`src/core/pwr_seq_pkg.sv`:
```
// constants and types shared by the power-mode sequencer
`default_nettype none
package pwr_seq_pkg;

    // ****************************************
    // register bus
    // ****************************************
    localparam int ADDR_W = 8;
    localparam int DATA_W = 32;
    localparam logic [ADDR_W-1:0] OFS_SLEEP_KEY = 8'h40;
    localparam logic [ADDR_W-1:0] OFS_SLEEP_CMD = 8'h44;
    localparam logic [ADDR_W-1:0] OFS_WAKE_CAUSE = 8'h48;
    localparam logic [ADDR_W-1:0] OFS_WAKE_ENABLE = 8'h4C;
    localparam logic [ADDR_W-1:0] OFS_SUPPLY_WAIT = 8'h50;
    localparam logic [ADDR_W-1:0] OFS_CLOCK_WAIT = 8'h54;
    localparam logic [ADDR_W-1:0] OFS_MODE_STATUS = 8'h58;
    localparam logic [ADDR_W-1:0] OFS_SLOW_CLOCK_MUX_CTRL = 8'h7C;

    // ****************************************
    // field positions and reset values
    // ****************************************
    localparam int MUX_SEL_BIT = 0;
    localparam int MUX_STATUS_BIT = 31;
    localparam logic MUX_SEL_RST = 1'h0;
    localparam int WAKE_SRC_W = 4;
    localparam logic [WAKE_SRC_W-1:0] WAKE_EN_RST = 4'hF;
    localparam int CAUSE_W = 8;
    localparam int CAUSE_EXT_BIT = 0;
    localparam int CAUSE_WAKE_BIT = 1;
    localparam int CAUSE_SRC_LSB = 4;
    localparam logic [CAUSE_W-1:0] CAUSE_RST = 8'h01;
    localparam int STATUS_GATED_BIT = 0;
    localparam int STATUS_UNLOCKED_BIT = 1;
    localparam int STATUS_ASLEEP_BIT = 2;

    // ****************************************
    // timing (in system-clock cycles)
    // ****************************************
    localparam int WAIT_W = 16;
    localparam logic [WAIT_W-1:0] SUPPLY_WAIT_RST = 16'h0010;
    localparam logic [WAIT_W-1:0] CLOCK_WAIT_RST = 16'h0008;
    localparam logic [WAIT_W-1:0] WAIT_STEP = 16'h0001;
    localparam int UNLOCK_W = 8;
    localparam logic [UNLOCK_W-1:0] UNLOCK_STEP = 8'h01;

    // ****************************************
    // sequencer states
    // ****************************************
    typedef enum logic [2:0] {
        ST_RUN,
        ST_WAIT,
        ST_PDOWN,
        ST_SLEEP,
        ST_PWRUP,
        ST_CLKUP
    } pm_state_t;

endpackage
`default_nettype wire

```
`src/core/power_mode_sequencer.sv`:
```
// always-on power-mode sequencer with slow-clock source selection
//
// How it works
// select pad low picks external slow clock
// software selector bit 0 resets to zero
// bit 31 reads select pad level
// after reset slow clock follows pad
// wakeup forces fast clock to default
// three modes: run, wait, sleep
// wait instruction gates pipeline clock
// local or controller interrupt ends wait
// software checks status after leaving wait
// sleep command needs prior key write
// power-down drops supplies, floats pads
// enabled wake event starts wakeup
// supplies on first, all resets held
// clock reset released after supply wait
// pad and core resets released last
// readable wake cause register
// software reconfigures clocks after wakeup
// two outputs switch board supplies
// key value and unlock window parameters
// programmable slow-clock wait counters; the counters here count system-clock cycles
`timescale 1ns/1ns
`default_nettype none
module power_mode_sequencer #(
    parameter logic [31:0] UNLOCK_KEY = 32'h0000_5A3C,
    parameter logic [7:0] UNLOCK_CYCLES = 8'h10
) (
    input wire logic SYS_CLK_IN,
    input wire logic RESETN_IN,
    input wire logic [pwr_seq_pkg::ADDR_W-1:0] ADDR_IN,
    input wire logic [pwr_seq_pkg::DATA_W-1:0] WDATA_IN,
    input wire logic WR_IN,
    input wire logic RD_IN,
    output logic [pwr_seq_pkg::DATA_W-1:0] RDATA_OUT,
    input wire logic SLOW_SEL_PAD_IN,
    input wire logic EXT_SLOW_CLK_IN,
    input wire logic SLOW_RING_OSC_IN,
    output logic SLOW_CLK_SEL_EXT_OUT,
    output logic SLOW_CLK_OUT,
    input wire logic WAIT_INSTR_IN,
    input wire logic LOCAL_IRQ_IN,
    input wire logic PIC_IRQ_IN,
    input wire logic [pwr_seq_pkg::WAKE_SRC_W-1:0] WAKE_EVENT_IN,
    output logic CORE_CLK_GATE_OUT,
    output logic SUPPLY_CORE_OUT,
    output logic SUPPLY_PAD_OUT,
    output logic CLOCK_RESET_OUT,
    output logic CORE_RESET_OUT,
    output logic PAD_RESET_OUT,
    output logic PAD_FLOAT_OUT,
    output logic FAST_OSC_DEFAULT_OUT
);

    // ****************************************
    // state
    // ****************************************
    typedef struct packed {
        pwr_seq_pkg::pm_state_t state;
        logic mux_sel;
        logic sel_ext;
        logic key_ok;
        logic [pwr_seq_pkg::UNLOCK_W-1:0] unlock_cnt;
        logic [pwr_seq_pkg::WAKE_SRC_W-1:0] wake_en;
        logic [pwr_seq_pkg::CAUSE_W-1:0] cause;
        logic [pwr_seq_pkg::WAIT_W-1:0] supply_wait;
        logic [pwr_seq_pkg::WAIT_W-1:0] clock_wait;
        logic [pwr_seq_pkg::WAIT_W-1:0] cnt;
        logic [pwr_seq_pkg::DATA_W-1:0] rdata;
    } seq_t;

    localparam seq_t SEQ_RST = '{
        state: pwr_seq_pkg::ST_RUN,
        mux_sel: pwr_seq_pkg::MUX_SEL_RST,
        sel_ext: 1'h0,
        key_ok: 1'h0,
        unlock_cnt: '0,
        wake_en: pwr_seq_pkg::WAKE_EN_RST,
        cause: pwr_seq_pkg::CAUSE_RST,
        supply_wait: pwr_seq_pkg::SUPPLY_WAIT_RST,
        clock_wait: pwr_seq_pkg::CLOCK_WAIT_RST,
        cnt: '0,
        rdata: '0
    };

    seq_t seq_reg;
    seq_t seq_next;
    logic irq_any;
    logic wake_hit;

    assign irq_any = LOCAL_IRQ_IN | PIC_IRQ_IN;
    assign wake_hit = |(WAKE_EVENT_IN & seq_reg.wake_en);

    // ****************************************
    // next-state logic
    // ****************************************
    // sequencer, unlock window, register writes and reads
    always_comb begin
        seq_next = seq_reg;
        seq_next.rdata = '0;
        // pad low or software bit picks the external slow clock
        seq_next.sel_ext = ~SLOW_SEL_PAD_IN | seq_reg.mux_sel;
        // unlock expires after its window
        if (seq_reg.key_ok) begin
            if (seq_reg.unlock_cnt == '0) begin
                seq_next.key_ok = 1'b0;
            end else begin
                seq_next.unlock_cnt = seq_reg.unlock_cnt - pwr_seq_pkg::UNLOCK_STEP;
            end
        end
        // power-mode sequencer
        unique case (seq_reg.state)
            pwr_seq_pkg::ST_RUN: begin
                if (WAIT_INSTR_IN && !irq_any) begin
                    seq_next.state = pwr_seq_pkg::ST_WAIT;
                end
            end
            pwr_seq_pkg::ST_WAIT: begin
                if (irq_any) begin
                    seq_next.state = pwr_seq_pkg::ST_RUN;
                end
            end
            pwr_seq_pkg::ST_PDOWN: begin
                // resets and pad float already applied, now drop supplies
                seq_next.state = pwr_seq_pkg::ST_SLEEP;
            end
            pwr_seq_pkg::ST_SLEEP: begin
                if (wake_hit) begin
                    seq_next.state = pwr_seq_pkg::ST_PWRUP;
                    seq_next.cnt = '0;
                    seq_next.cause = '0;
                    seq_next.cause[pwr_seq_pkg::CAUSE_WAKE_BIT] = 1'b1;
                    seq_next.cause[pwr_seq_pkg::CAUSE_SRC_LSB +: pwr_seq_pkg::WAKE_SRC_W] =
                        WAKE_EVENT_IN & seq_reg.wake_en;
                end
            end
            pwr_seq_pkg::ST_PWRUP: begin
                // supplies on, every reset held until supplies settle
                if (seq_reg.cnt >= seq_reg.supply_wait) begin
                    seq_next.state = pwr_seq_pkg::ST_CLKUP;
                    seq_next.cnt = '0;
                end else begin
                    seq_next.cnt = seq_reg.cnt + pwr_seq_pkg::WAIT_STEP;
                end
            end
            pwr_seq_pkg::ST_CLKUP: begin
                // clock reset released, wait for clocks to settle
                if (seq_reg.cnt >= seq_reg.clock_wait) begin
                    seq_next.state = pwr_seq_pkg::ST_RUN;
                    seq_next.cnt = '0;
                end else begin
                    seq_next.cnt = seq_reg.cnt + pwr_seq_pkg::WAIT_STEP;
                end
            end
            default: begin
                seq_next.state = pwr_seq_pkg::ST_RUN;
            end
        endcase
        // register writes; any write other than the key consumes an unlock
        if (WR_IN) begin
            seq_next.key_ok = 1'b0;
            unique case (ADDR_IN)
                pwr_seq_pkg::OFS_SLEEP_KEY: begin
                    if (WDATA_IN == UNLOCK_KEY) begin
                        seq_next.key_ok = 1'b1;
                        seq_next.unlock_cnt = UNLOCK_CYCLES;
                    end
                end
                pwr_seq_pkg::OFS_SLEEP_CMD: begin
                    // refused unless unlocked and running
                    if (seq_reg.key_ok && seq_reg.state == pwr_seq_pkg::ST_RUN) begin
                        seq_next.state = pwr_seq_pkg::ST_PDOWN;
                    end
                end
                pwr_seq_pkg::OFS_WAKE_ENABLE: begin
                    seq_next.wake_en = WDATA_IN[pwr_seq_pkg::WAKE_SRC_W-1:0];
                end
                pwr_seq_pkg::OFS_SUPPLY_WAIT: begin
                    seq_next.supply_wait = WDATA_IN[pwr_seq_pkg::WAIT_W-1:0];
                end
                pwr_seq_pkg::OFS_CLOCK_WAIT: begin
                    seq_next.clock_wait = WDATA_IN[pwr_seq_pkg::WAIT_W-1:0];
                end
                pwr_seq_pkg::OFS_SLOW_CLOCK_MUX_CTRL: begin
                    seq_next.mux_sel = WDATA_IN[pwr_seq_pkg::MUX_SEL_BIT];
                end
                default: begin
                end
            endcase
        end
        // register reads, data stand in the next cycle only
        if (RD_IN) begin
            unique case (ADDR_IN)
                pwr_seq_pkg::OFS_SLOW_CLOCK_MUX_CTRL: begin
                    seq_next.rdata[pwr_seq_pkg::MUX_SEL_BIT] = seq_reg.mux_sel;
                    seq_next.rdata[pwr_seq_pkg::MUX_STATUS_BIT] = SLOW_SEL_PAD_IN;
                end
                pwr_seq_pkg::OFS_WAKE_CAUSE: begin
                    seq_next.rdata[pwr_seq_pkg::CAUSE_W-1:0] = seq_reg.cause;
                end
                pwr_seq_pkg::OFS_WAKE_ENABLE: begin
                    seq_next.rdata[pwr_seq_pkg::WAKE_SRC_W-1:0] = seq_reg.wake_en;
                end
                pwr_seq_pkg::OFS_SUPPLY_WAIT: begin
                    seq_next.rdata[pwr_seq_pkg::WAIT_W-1:0] = seq_reg.supply_wait;
                end
                pwr_seq_pkg::OFS_CLOCK_WAIT: begin
                    seq_next.rdata[pwr_seq_pkg::WAIT_W-1:0] = seq_reg.clock_wait;
                end
                pwr_seq_pkg::OFS_MODE_STATUS: begin
                    seq_next.rdata[pwr_seq_pkg::STATUS_GATED_BIT] =
                        (seq_reg.state == pwr_seq_pkg::ST_WAIT);
                    seq_next.rdata[pwr_seq_pkg::STATUS_UNLOCKED_BIT] = seq_reg.key_ok;
                    seq_next.rdata[pwr_seq_pkg::STATUS_ASLEEP_BIT] =
                        (seq_reg.state == pwr_seq_pkg::ST_SLEEP);
                end
                default: begin
                end
            endcase
        end
    end

    // state register, synchronous active-low reset
    always_ff @(posedge SYS_CLK_IN) begin
        if (!RESETN_IN) begin
            seq_reg <= SEQ_RST;
        end else begin
            seq_reg <= seq_next;
        end
    end

    // ****************************************
    // outputs
    // ****************************************
    // clock mux is a plain gate mux; a switch may give one short pulse
    assign SLOW_CLK_SEL_EXT_OUT = seq_reg.sel_ext;
    assign SLOW_CLK_OUT = seq_reg.sel_ext ? EXT_SLOW_CLK_IN : SLOW_RING_OSC_IN;
    assign RDATA_OUT = seq_reg.rdata;
    assign CORE_CLK_GATE_OUT = (seq_reg.state == pwr_seq_pkg::ST_WAIT);
    // supplies are off only while asleep
    assign SUPPLY_CORE_OUT = (seq_reg.state != pwr_seq_pkg::ST_SLEEP);
    assign SUPPLY_PAD_OUT = (seq_reg.state != pwr_seq_pkg::ST_SLEEP);
    // clock reset until supplies settle, core and pad reset until clocks settle
    assign CLOCK_RESET_OUT = (seq_reg.state == pwr_seq_pkg::ST_PDOWN) ||
        (seq_reg.state == pwr_seq_pkg::ST_SLEEP) ||
        (seq_reg.state == pwr_seq_pkg::ST_PWRUP);
    assign CORE_RESET_OUT = CLOCK_RESET_OUT || (seq_reg.state == pwr_seq_pkg::ST_CLKUP);
    assign PAD_RESET_OUT = CORE_RESET_OUT;
    assign PAD_FLOAT_OUT = (seq_reg.state == pwr_seq_pkg::ST_PDOWN) ||
        (seq_reg.state == pwr_seq_pkg::ST_SLEEP);
    // fast clock block loads its ring-oscillator default while clocks reset
    assign FAST_OSC_DEFAULT_OUT = CLOCK_RESET_OUT;
endmodule
`default_nettype wire

```
`config.mk`:
```
export PLATFORM = sky130hd
export DESIGN_NAME = power_mode_sequencer
export DESIGN_NICKNAME = d
export VERILOG_FILES = /design/src/core/pwr_seq_pkg.sv /design/src/core/power_mode_sequencer.sv
export SDC_FILE = /design/constraint.sdc
export NUM_CORES = 1
export LEC_CHECK = 0
export BUFFER_PORTS_ARGS = -buffer_cell sky130_fd_sc_hd__buf_2
export CELL_PAD_IN_SITES_DETAIL_PLACEMENT = 1
export CELL_PAD_IN_SITES_GLOBAL_PLACEMENT = 2
export CORE_MARGIN = 3
export CORE_UTILIZATION = 35
export CTS_CLUSTER_DIAMETER = 150
export DETAILED_ROUTE_END_ITERATION = 10
export PLACE_DENSITY_LB_ADDON = 0.3
export RECOVER_POWER = 50
export SLEW_MARGIN = 5
export SYNTH_ARGS = -nofsm -noshare
export SYNTH_HDL_FRONTEND = slang
export SYNTH_SLANG_ARGS = --single-unit
```
`constraint.sdc`:
```
create_clock -name SYS_CLK_IN -period 4.4 [get_ports SYS_CLK_IN]
set_clock_uncertainty 0.15 [all_clocks]
set_input_delay 0.22 -clock SYS_CLK_IN [delete_from_list [all_inputs] [get_ports SYS_CLK_IN]]
set_output_delay 0.22 -clock SYS_CLK_IN [all_outputs]
set_load 0.02 [all_outputs]
```
==> results.sh <==
export IMPL_status="finished, violations left"
export IMPL_violations="capacitance limit, slew limit"
export IMPL_cts_hold_buf=15
export IMPL_synthDistinctLibCells=55
export IMPL_io_buffers=80
export IMPL_worstPathRequired_ps=4370
export IMPL_tns_ps=0
export IMPL_area_growth_pct=14.8
export IMPL_synth_compound_area_share_pct=14.4
export IMPL_cts_buffers=9
export IMPL_clk_pin_slew_ps=70
export IMPL_cp_max_fo=19
export IMPL_critPathKind="in2reg"
export IMPL_slew_viol_final=45
export IMPL_ys_top_cells_by_count="105 x nand2_1, 89 x dfxtp_1, 61 x nor2_1"
export IMPL_fin_area_mm2=0.00565
export IMPL_setup_viol=0
export IMPL_postPlaceCellArea_mm2=0.00524
export IMPL_pin_count=96
export IMPL_rows=42
export IMPL_fin_crit_sh_pct=69.0
export IMPL_irDropWorstVdd_mv=0.195
export IMPL_crit_start="ADDR_IN[7]"
export IMPL_nNetsFinal=774
export IMPL_synth_top_family_by_area="simple AND/OR/NAND/NOR gates"
export IMPL_rsz0062_at_grt="no"
export IMPL_ys_seq_elements=89
export IMPL_max_cap_viol_count=1
export IMPL_fp_dieH_um=125
export IMPL_yosys_area_top_type="dfxtp_1"
export IMPL_die_w_um=125
export IMPL_power_density_mw_per_mm2=306
export IMPL_antenna_found_initial=0
export IMPL_synth_edf_count=0
export IMPL_dieArea_mm2=0.0155
export IMPL_avgSynthCellArea_um2=7.94
export IMPL_synthMostInstantiatedCell="nand2_1"
export IMPL_num_vias=4524
export IMPL_gp_congestion=0.811
export IMPL_grt_pass1_vias=4749
export IMPL_grt_use_total_pct=19.3
export IMPL_synthesis_area_mm2=0.00492
export IMPL_endpoint_kind="flip-flop"
export IMPL_drive_above_1_share_pct=10.7
export IMPL_largest_reg_flops=71
export IMPL_routed_wl_um=15100
export IMPL_routedWlPerCell_um=17.4
export IMPL_drtAntennaViolNets=0
export IMPL_top_usage_layer="met2"
export IMPL_htreeDepth=3
export IMPL_clk_latency_ps=350
export IMPL_met3_usage_pct=3.86
export IMPL_cts_resized=0
export IMPL_clk_root_buffer_cell="clkbuf_16"
export IMPL_cts_sinks=89
export IMPL_use_met1_pct=24.5
export IMPL_synthTopCellsByArea="dfxtp_1 36%, ha_1 8.9%, nand2_1 8.0%"
export IMPL_drc=0
export IMPL_core_area_mm2=0.0135
export IMPL_globalRoute_totalOverflow=0
export IMPL_reg2regPathDepth=9
export IMPL_synth_async_reset_ratio_pct=0
export IMPL_startpoint_type="primary input"
export IMPL_synthXorXnorAreaFrac_pct=2.31
export IMPL_synth_top_area_share_pct=36.2
export IMPL_hp_class="in2reg"
export IMPL_n_antenna_cell=0
export IMPL_synthCells=620
export IMPL_synth_fa_ha_area_share_pct=8.90
export IMPL_drtPass1Iterations=4
export IMPL_crit_arrival_ps=3000
export IMPL_reg2reg_from="seq_reg[65]"
export IMPL_whs_path_depth=3
export IMPL_cts_buffer_depth=2
export IMPL_synth_seq_area_share_pct=36.2
export IMPL_worst_pin_slew_ps=2230
export IMPL_grt_max_degree=45
export IMPL_start_util_pct=36.4
export IMPL_synthSimpleGateAreaFrac_pct=25.2
export IMPL_ys_warn_count=0
export IMPL_muxShareOfSynthArea_pct=2.67
export IMPL_gr_usage_met2_pct=33.1
export IMPL_clock_fmax_mhz=330
export IMPL_viasPerCell=5.22
export IMPL_fillers=1676
export IMPL_postCtsSetupRepairBufs=0
export IMPL_hp_start="WDATA_IN[0]"
export IMPL_post_route_min_period_ps=3030
export IMPL_finalHoldViolCount=0
export IMPL_power_leakage_nw=2.20
export IMPL_timing_hold_ws_ps=17.0
export IMPL_dp_hpwl_um=11100
export IMPL_tritoncts="yes"
export IMPL_synthFlopType="dfxtp_1"
export IMPL_grt_pass1_wl_um=24400
export IMPL_relSlewSlack_pct=-49.0
export IMPL_drtIter0Drc=172
-- layer usage --
metal	share of wire (%)	vias up
li1	-	2208
met1	45	2183
met2	49	110
met3	4.2	23
met4	2.0	0
met5	0	-
-- worst max-delay path, cell delays in order --
cell,delay (ps)
buf_2,100
nor4b_1,460
nand2_1,190
nor3_1,200
clkbuf_1,690
nand3_1,750
nand2_1,280
a21oi_1,110
-- cells by family after synthesis --
| logic type | after synthesis |
|---|---|
| compound gates | 113 |
| xor+xnor | 13 |
| fa+ha+maj | 35 |
| buf+inv | 94 |
| flops | 89 |
| mux | 13 |
| other cells | 1 |
| simple gates | 262 |
-- through the flow --
stage / cells / power (mW) / utilization, % / setup slack [ps]
after global routing: 866 / 1.79 / 41.8 / 1010
after detailed placement: 835 / 0.916 / 38.8 / 1590
after global placement: 835 / 0.915 / 38.8 / 1560
after floorplan: 634 / 0.880 / - / 2010
after CTS: 866 / 1.75 / 42.3 / 1590
final: 866 / 1.73 / 41.8 / 1370
-- worst paths after layout --
kind | endpoint | slack, ps
worst min-delay path | seq_reg[102] | 20
worst max register to register | seq_reg[44] | 1590
worst max-delay path | seq_reg[53] | 1370
worst min register to register | seq_reg[80] | 300
-- cells in the final DEF (no fill, tap or decap), types with 28 or more instances in the layout --
master    instances
nand3_1          28
ha_1             35
nor2_1           61
a21oi_1          53
dfxtp_1          89
inv_1            36
buf_2            53
clkbuf_1         29
nand2_1         105
-- final cells by class --
type                            instances  area [um^2]  share of cell area [%]
Multi-Input combinational cell        451         2670                    47.3
Inverter                               37          139                    2.46
Clock buffer                           11          253                    4.47
Clock inverter                          5         61.3                    1.09
Sequential cell                        89         1780                    31.5
Timing Repair Buffer                   97          524                    9.28
Tap cell                              176          220                    3.90
-- report_power, final --
part	switching (mW)	internal, mW
sequential	0.00151	0.806
clock	0.349	0.475
combinational	0.0619	0.0364
total	0.412	1.32
Power figures use the tool's default switching activity.
